==> src/hw/pspio_pkg.sv <==
// constants for the shared pwm port block
package pspio_pkg;
  localparam int PSPIO_W = 8;
  localparam logic [15:0] PSPIO_ADDR_LATCH = 16'h00f0;
  localparam logic [15:0] PSPIO_ADDR_PIN_IN = 16'h00f1;
  localparam logic [15:0] PSPIO_ADDR_DIR = 16'h00f2;
  localparam logic [15:0] PSPIO_ADDR_DRIVE = 16'h00f3;
  localparam logic [15:0] PSPIO_ADDR_PULL_EN = 16'h00f4;
  localparam logic [15:0] PSPIO_ADDR_PULL_POL = 16'h00f5;
  localparam logic [7:0] PSPIO_RST_ZERO = 8'h00;
  localparam int PSPIO_SHUTDOWN_BIT = 7;
  localparam int PSPIO_SYNC_STAGES = 2;
endpackage

==> src/hw/pspio_port.sv <==
// shared pwm / general purpose port with register file and pad control
//
// The strobed register port was decided locally.
`timescale 1ns/1ps
//
// Summary of operation
// - data read: latch if direction bit 1, else pin
// - enabled pwm channel owns its pin, except pin 7 while shutdown is enabled
// - shutdown makes pin 7 a pwm input
// - pin input register always shows pins
// - pin input register ignores writes
// - direction bit 1 output, 0 input
// - direction ignored at pads while channel enabled, still used by data read
// - reads lag direction change three cycles: one output register, two sync stages
// - reduced drive bit only on outputs
// - pull enable only on inputs, off at reset
// - polarity 1 pull-down, 0 pull-up
// - latch writes stored, drive only gpio outputs
// - config registers writable at any time
// - reset leaves pins hi-z inputs, no pull
// - clocks stop externally in stop mode
// - all registers reset asynchronously
// - output latch clears to zero on reset
module pspio_port
  import pspio_pkg::*;
(
  input wire logic ref_clk,
  input wire logic sys_rst,
  input wire logic [15:0] bus_addr,
  input wire logic [7:0] bus_wdata,
  input wire logic bus_wr,
  input wire logic bus_rd,
  output logic [7:0] bus_rdata,
  input wire logic [PSPIO_W-1:0] pwm_chan_en,
  input wire logic [PSPIO_W-1:0] pwm_out,
  input wire logic pwm_shutdown_en,
  output logic pwm_shutdown_in,
  input wire logic [PSPIO_W-1:0] shared_port_pins_in,
  output logic [PSPIO_W-1:0] shared_port_pins_out,
  output logic [PSPIO_W-1:0] shared_port_pins_oe_n,
  output logic [PSPIO_W-1:0] pad_reduced_drive,
  output logic [PSPIO_W-1:0] pad_pull_up,
  output logic [PSPIO_W-1:0] pad_pull_down
);
  //////////////////////////////////////////////////////////////////////
  // registers
  logic [7:0] port_output_latch_r;
  logic [7:0] port_direction_r;
  logic [7:0] port_drive_strength_r;
  logic [7:0] port_pull_enable_r;
  logic [7:0] port_pull_polarity_r;
  logic [7:0] pin_sync;
  logic [7:0] rdata_nxt;

  wire sel_latch = bus_addr == PSPIO_ADDR_LATCH;
  wire sel_pin_in = bus_addr == PSPIO_ADDR_PIN_IN;
  wire sel_dir = bus_addr == PSPIO_ADDR_DIR;
  wire sel_drive = bus_addr == PSPIO_ADDR_DRIVE;
  wire sel_pull_en = bus_addr == PSPIO_ADDR_PULL_EN;
  wire sel_pull_pol = bus_addr == PSPIO_ADDR_PULL_POL;

  // pin input register has no write path at all
  always_ff @(posedge ref_clk or posedge sys_rst)
  begin
    if (sys_rst)
    begin
      port_output_latch_r <= PSPIO_RST_ZERO;
      port_direction_r <= PSPIO_RST_ZERO;
      port_drive_strength_r <= PSPIO_RST_ZERO;
      port_pull_enable_r <= PSPIO_RST_ZERO;
      port_pull_polarity_r <= PSPIO_RST_ZERO;
    end
    else if (bus_wr)
    begin
      if (sel_latch)
        port_output_latch_r <= bus_wdata;
      if (sel_dir)
        port_direction_r <= bus_wdata;
      if (sel_drive)
        port_drive_strength_r <= bus_wdata;
      if (sel_pull_en)
        port_pull_enable_r <= bus_wdata;
      if (sel_pull_pol)
        port_pull_polarity_r <= bus_wdata;
    end
  end

  //////////////////////////////////////////////////////////////////////
  // pin sampling
  pspio_sync u_sync (
    .ref_clk(ref_clk),
    .sys_rst(sys_rst),
    .async_in(shared_port_pins_in),
    .sync_out(pin_sync)
  );

  //////////////////////////////////////////////////////////////////////
  // pin ownership and direction
  logic [7:0] shut_mask;
  logic [7:0] pwm_drive;
  logic [7:0] is_out;
  logic [7:0] gpio_out;
  logic [7:0] pin_val_nxt;

  assign shut_mask = pwm_shutdown_en ? (8'h01 << PSPIO_SHUTDOWN_BIT) : 8'h00;
  assign pwm_drive = pwm_chan_en & ~shut_mask;
  // enabled channel overrides direction bit
  assign is_out = (pwm_drive | (port_direction_r & ~pwm_chan_en)) & ~shut_mask;
  assign gpio_out = is_out & ~pwm_chan_en;
  assign pin_val_nxt = (pwm_drive & pwm_out) | (gpio_out & port_output_latch_r);

  // data read: latch for direction 1, synced pin otherwise
  assign rdata_nxt = sel_latch ?
    ((port_direction_r & port_output_latch_r) | (~port_direction_r & pin_sync)) :
    sel_pin_in ? pin_sync :
    sel_dir ? port_direction_r :
    sel_drive ? port_drive_strength_r :
    sel_pull_en ? port_pull_enable_r :
    sel_pull_pol ? port_pull_polarity_r : PSPIO_RST_ZERO;

  //////////////////////////////////////////////////////////////////////
  // registered outputs; stop mode gates ref_clk upstream, all state holds
  always_ff @(posedge ref_clk or posedge sys_rst)
  begin
    if (sys_rst)
    begin
      bus_rdata <= PSPIO_RST_ZERO;
      shared_port_pins_out <= PSPIO_RST_ZERO;
      shared_port_pins_oe_n <= ~PSPIO_RST_ZERO;
      pad_reduced_drive <= PSPIO_RST_ZERO;
      pad_pull_up <= PSPIO_RST_ZERO;
      pad_pull_down <= PSPIO_RST_ZERO;
      pwm_shutdown_in <= 1'b0;
    end
    else
    begin
      bus_rdata <= bus_rd ? rdata_nxt : PSPIO_RST_ZERO;
      shared_port_pins_out <= pin_val_nxt;
      shared_port_pins_oe_n <= ~is_out;
      pad_reduced_drive <= port_drive_strength_r & is_out;
      pad_pull_up <= port_pull_enable_r & ~port_pull_polarity_r & ~is_out;
      pad_pull_down <= port_pull_enable_r & port_pull_polarity_r & ~is_out;
      pwm_shutdown_in <= pin_sync[PSPIO_SHUTDOWN_BIT];
    end
  end
endmodule

==> src/hw/pspio_sync.sv <==
// two-stage pin synchroniser, one stage pair per pin
`timescale 1ns/1ps
module pspio_sync
  import pspio_pkg::*;
(
  input wire logic ref_clk,
  input wire logic sys_rst,
  input wire logic [PSPIO_W-1:0] async_in,
  output logic [PSPIO_W-1:0] sync_out
);
  logic [PSPIO_W-1:0] meta_r;

  always_ff @(posedge ref_clk or posedge sys_rst)
  begin
    if (sys_rst)
    begin
      meta_r <= PSPIO_RST_ZERO;
      sync_out <= PSPIO_RST_ZERO;
    end
    else
    begin
      meta_r <= async_in;
      sync_out <= meta_r;
    end
  end
endmodule

==> config.mk <==
export PLATFORM = sky130hd
export DESIGN_NAME = pspio_port
export DESIGN_NICKNAME = d
export VERILOG_FILES = /design/src/hw/pspio_pkg.sv /design/src/hw/pspio_port.sv /design/src/hw/pspio_sync.sv
export SDC_FILE = /design/constraint.sdc
export NUM_CORES = 1
export LEC_CHECK = 0
export ABC_AREA = 1
export BUFFER_PORTS_ARGS = -buffer_cell sky130_fd_sc_hd__buf_4
export CORE_MARGIN = 2
export CORE_UTILIZATION = 31
export CTS_BUF_LIST = sky130_fd_sc_hd__clkbuf_16
export DETAILED_ROUTE_END_ITERATION = 6
export HOLD_SLACK_MARGIN = 0.15
export SLEW_MARGIN = 20
export SYNTH_ARGS = -nofsm -noshare
export SYNTH_HDL_FRONTEND = slang
export SYNTH_SLANG_ARGS = --single-unit
==> constraint.sdc <==
create_clock -name ref_clk -period 7.9 [get_ports ref_clk]
set_input_delay 1.58 -clock ref_clk [delete_from_list [all_inputs] [get_ports ref_clk]]
set_output_delay 1.58 -clock ref_clk [all_outputs]
set_load 0.01 [all_outputs]
==> results.py <==
metrics = {
    "worst_setup_path": {
        "critPathSlowestCell": "nor2_2",
        "cp_cell_sequence": "buf_4, nor2_1, nand2_1, nor2_2, nand3_2, o21ai_0, inv_1, nand2_1, nand2_1, a21oi_1",
        "critPathRequiredTime_ps": 8170,
        "crit_fanout": 12,
        "critPathCaptureType": "register",
        "critPathKind": "primary input to register",
        "cp-start-kind": "primary input",
        "max_stage_delay_ps": 430,
        "path_common_cell": "nand2_1",
        "cp_data_arrival_time_ps": 3150,
    },
    "sta": {
        "final.setup.tns_ps": 0,
        "max_freq_ghz": 0.3477,
        "period_share_pct": 36.41,
        "fin_crit_ps": 2876,
        "skew_ps": 10.03,
        "setup_violations": 0,
        "final_hold_viol_count": 0,
        "slew-limit-headroom_pct": 44.31,
        "rsz0062_at_grt": "false",
        "slew_violations": 0,
        "worst_slew_pin_slew_ps": 835.4,
    },
    "power": {
        "power.density_nw_per_um2": 184.8,
        "leakagePower_nw": 2.699,
        "power_mw": 1.010,
        "peakVddDrop_uv": 122.5,
    },
    "yosys": {
        "netlist_instances": 449,
        "syn_avg_cell_area_um2": 9.564,
        "synth_largest_area_cell": "dfrtp_1",
        "ys_ff_latch": 105,
        "yosysWarningCount": 0,
        "yosys-top-cells-area": "dfrtp_1 (57%), nand2_1 (8.0%), inv_1 (5.2%)",
        "ys_seq_area_share_pct": 61.42,
        "ys_types": 29,
        "synth_area_um2": 4294,
        "synth_top_area_share_pct": 56.53,
        "syn-num-nets": 502,
    },
    "clock_tree": {
        "numCtsBuffers": 9,
        "cts_resized": 0,
        "hold_buffers": 0,
        "cts.sinks": 105,
        "cts_tree": "done",
        "cts_setup_buffers": 0,
        "clk_latency_ps": 340,
        "clk_pin_slew_ps": 70,
        "cts_buffer_depth": 2,
        "clockRootBuffer": "clkbuf_16",
        "htree_num_levels": 3,
    },
    "cells_and_area": {
        "layout_common_cells": "buf_4 (102), dfrtp_1 (97), nand2_1 (92)",
        "diodes": 0,
        "fillers": 1378,
        "drive_gt1_share_pct": 27.06,
        "nets": 606,
        "final_core_util_pct": 39.85,
        "layout_commonest_cell": "buf_4",
        "syn2layout_area_growth_pct": 27.33,
    },
    "floorplanning": {
        "fp.dieArea_um2": 14810,
        "die_h_um": 121.7,
        "core_um2": 13720,
        "start_util_pct": 31.30,
        "rows": 43,
        "die_w_um": 121.7,
        "io_pins": 102,
    },
    "global_route": {
        "antenna_found_initial": 0,
        "grt_pass1_vias": 3212,
        "grt_first_pass_wirelength_mm": 16.39,
        "grt_max_degree": 68,
        "grt_use_total_pct": 14.49,
        "grt_overflow": 0,
    },
    "drt": {
        "totalWireLength_mm": 10.24,
        "vias": 3305,
        "post_drt_wl_per_cell_um": 13.88,
        "drcViolationCount": 0,
        "vias_per_cell": 4.478,
        "firstDrtPassIters": 5,
        "ant_nets": 0,
        "detail_route.iter0.violations": 168,
    },
    "run_status": {
        "status": "completed",
    },
    "worst_hold_path": {
        "hold_path.class": "register to register",
    },
    "placement": {
        "post-dp-hpwl_mm": 7.460,
        "gp_congestion": 0.8029,
        "io_buffers": 101,
    },
    "job": {
        "cap_violations": 0,
    },
}
==> power breakdown <==
group / internal, mW / switching [mW] / total [mW]
logic: 0.0270 / 0.0343 / 0.0613
registers: 0.548 / 0.00310 / 0.551
clock network: 0.211 / 0.187 / 0.398
total: 0.785 / 0.225 / 1.01
==> worst max-delay path, delay by kind of cell <==
| family | cells | cell delay, ps |
|---|---|---|
| AO/OA/AOI/OAI | 2 | 360 |
| buffers and inverters | 2 | 170 |
| AND/OR/NAND/NOR | 6 | 1040 |
==> synthesized netlist by cell type <==
library cell and count:
nand2_4 2, nor2_4 4, dfstp_2 8, nand2_2 4, buf_6 4, buf_4 2, nor2_2 3, nand2_1 92
inv_2 4, inv_1 60, nor2_8 1, a21oi_1 16, nand3_1 12, clkbuf_1 1, buf_8 1, nand4_1 5
nor2_1 37, o21ai_1 29, o21ai_0 35, nand3_2 4, nand4_2 1, nor3_1 18, dfrtp_1 97, nor3b_4 1
nand3b_1 1, o21ai_2 2, nor3_4 1, o211ai_1 3, buf_2 1
==> final cells by class <==
class                           count  area [um2]  area share [%]
Tap cell                          180       225.2           4.119
Sequential cell                   105        2638           48.24
Timing Repair Buffer              102       765.7           14.00
Multi-Input combinational cell    271        1333           24.37
Clock inverter                      7       38.79          0.7094
Inverter                           64       242.7           4.439
Clock buffer                        9       225.2           4.119
==> final timing paths <==
path                                      from                      end  slack [ps]  depth (start not counted)
max reg2reg                port_direction_r[7]           pad_pull_up[7]        6820                          3
min reg2reg                   u_sync.meta_r[0]       u_sync.sync_out[0]         350                          0
max in group asynchronous              sys_rst  port_pull_polarity_r[5]        5390                          3
max                               bus_addr[15]             bus_rdata[2]        5020                         10
min in group asynchronous              sys_rst             bus_rdata[0]        1280                          2
min                           u_sync.meta_r[0]       u_sync.sync_out[0]         350                          0
==> metal layers <==
layer / vias to the layer above / share of wire (%) / global-route usage (%)
li1: 1639 / - / -
met5: - / 0 / 0
met2: 114 / 45 / 22.72
met3: 12 / 7.1 / 3.558
met1: 1540 / 46 / 19.73
met4: 0 / 1.4 / 4.957
==> kinds of logic after synthesis <==
| kind of cell | count (synthesis) | share of synthesized area (%) |
|---|---|---|
| and+or+nand+nor | 186 | 20.78 |
| DFF | 105 | 61.42 |
| AOI/OAI and AO/OA | 85 | 10.26 |
| buffers and inverters | 73 | 7.546 |
==> through the flow <==
stage                     hold slack [ps]  std cells  cell area, um2  worst slack (ps)
after floorplan                     331.2        449            4294              3573
after global placement              333.5        722            5204              4742
after detailed placement            334.7        722            5204              4686
after CTS                           349.7        738            5468              5049
after global routing                355.3        738            5468              4854
final                               349.4        738            5468              5024
==> registers in the layout, summed over array words and instances (netlist names) <==
signal,cells
bus_rdata,8
pad_pull_down,8
pad_pull_up,8
pad_reduced_drive,8
port_direction_r,8
port_drive_strength_r,8
port_output_latch_r,8
port_pull_enable_r,8
port_pull_polarity_r,8
pwm_shutdown_in,1
shared_port_pins_oe_n,8
shared_port_pins_out,8
u_sync.meta_r,8
u_sync.sync_out,8
(Power assumes the default switching activity.)
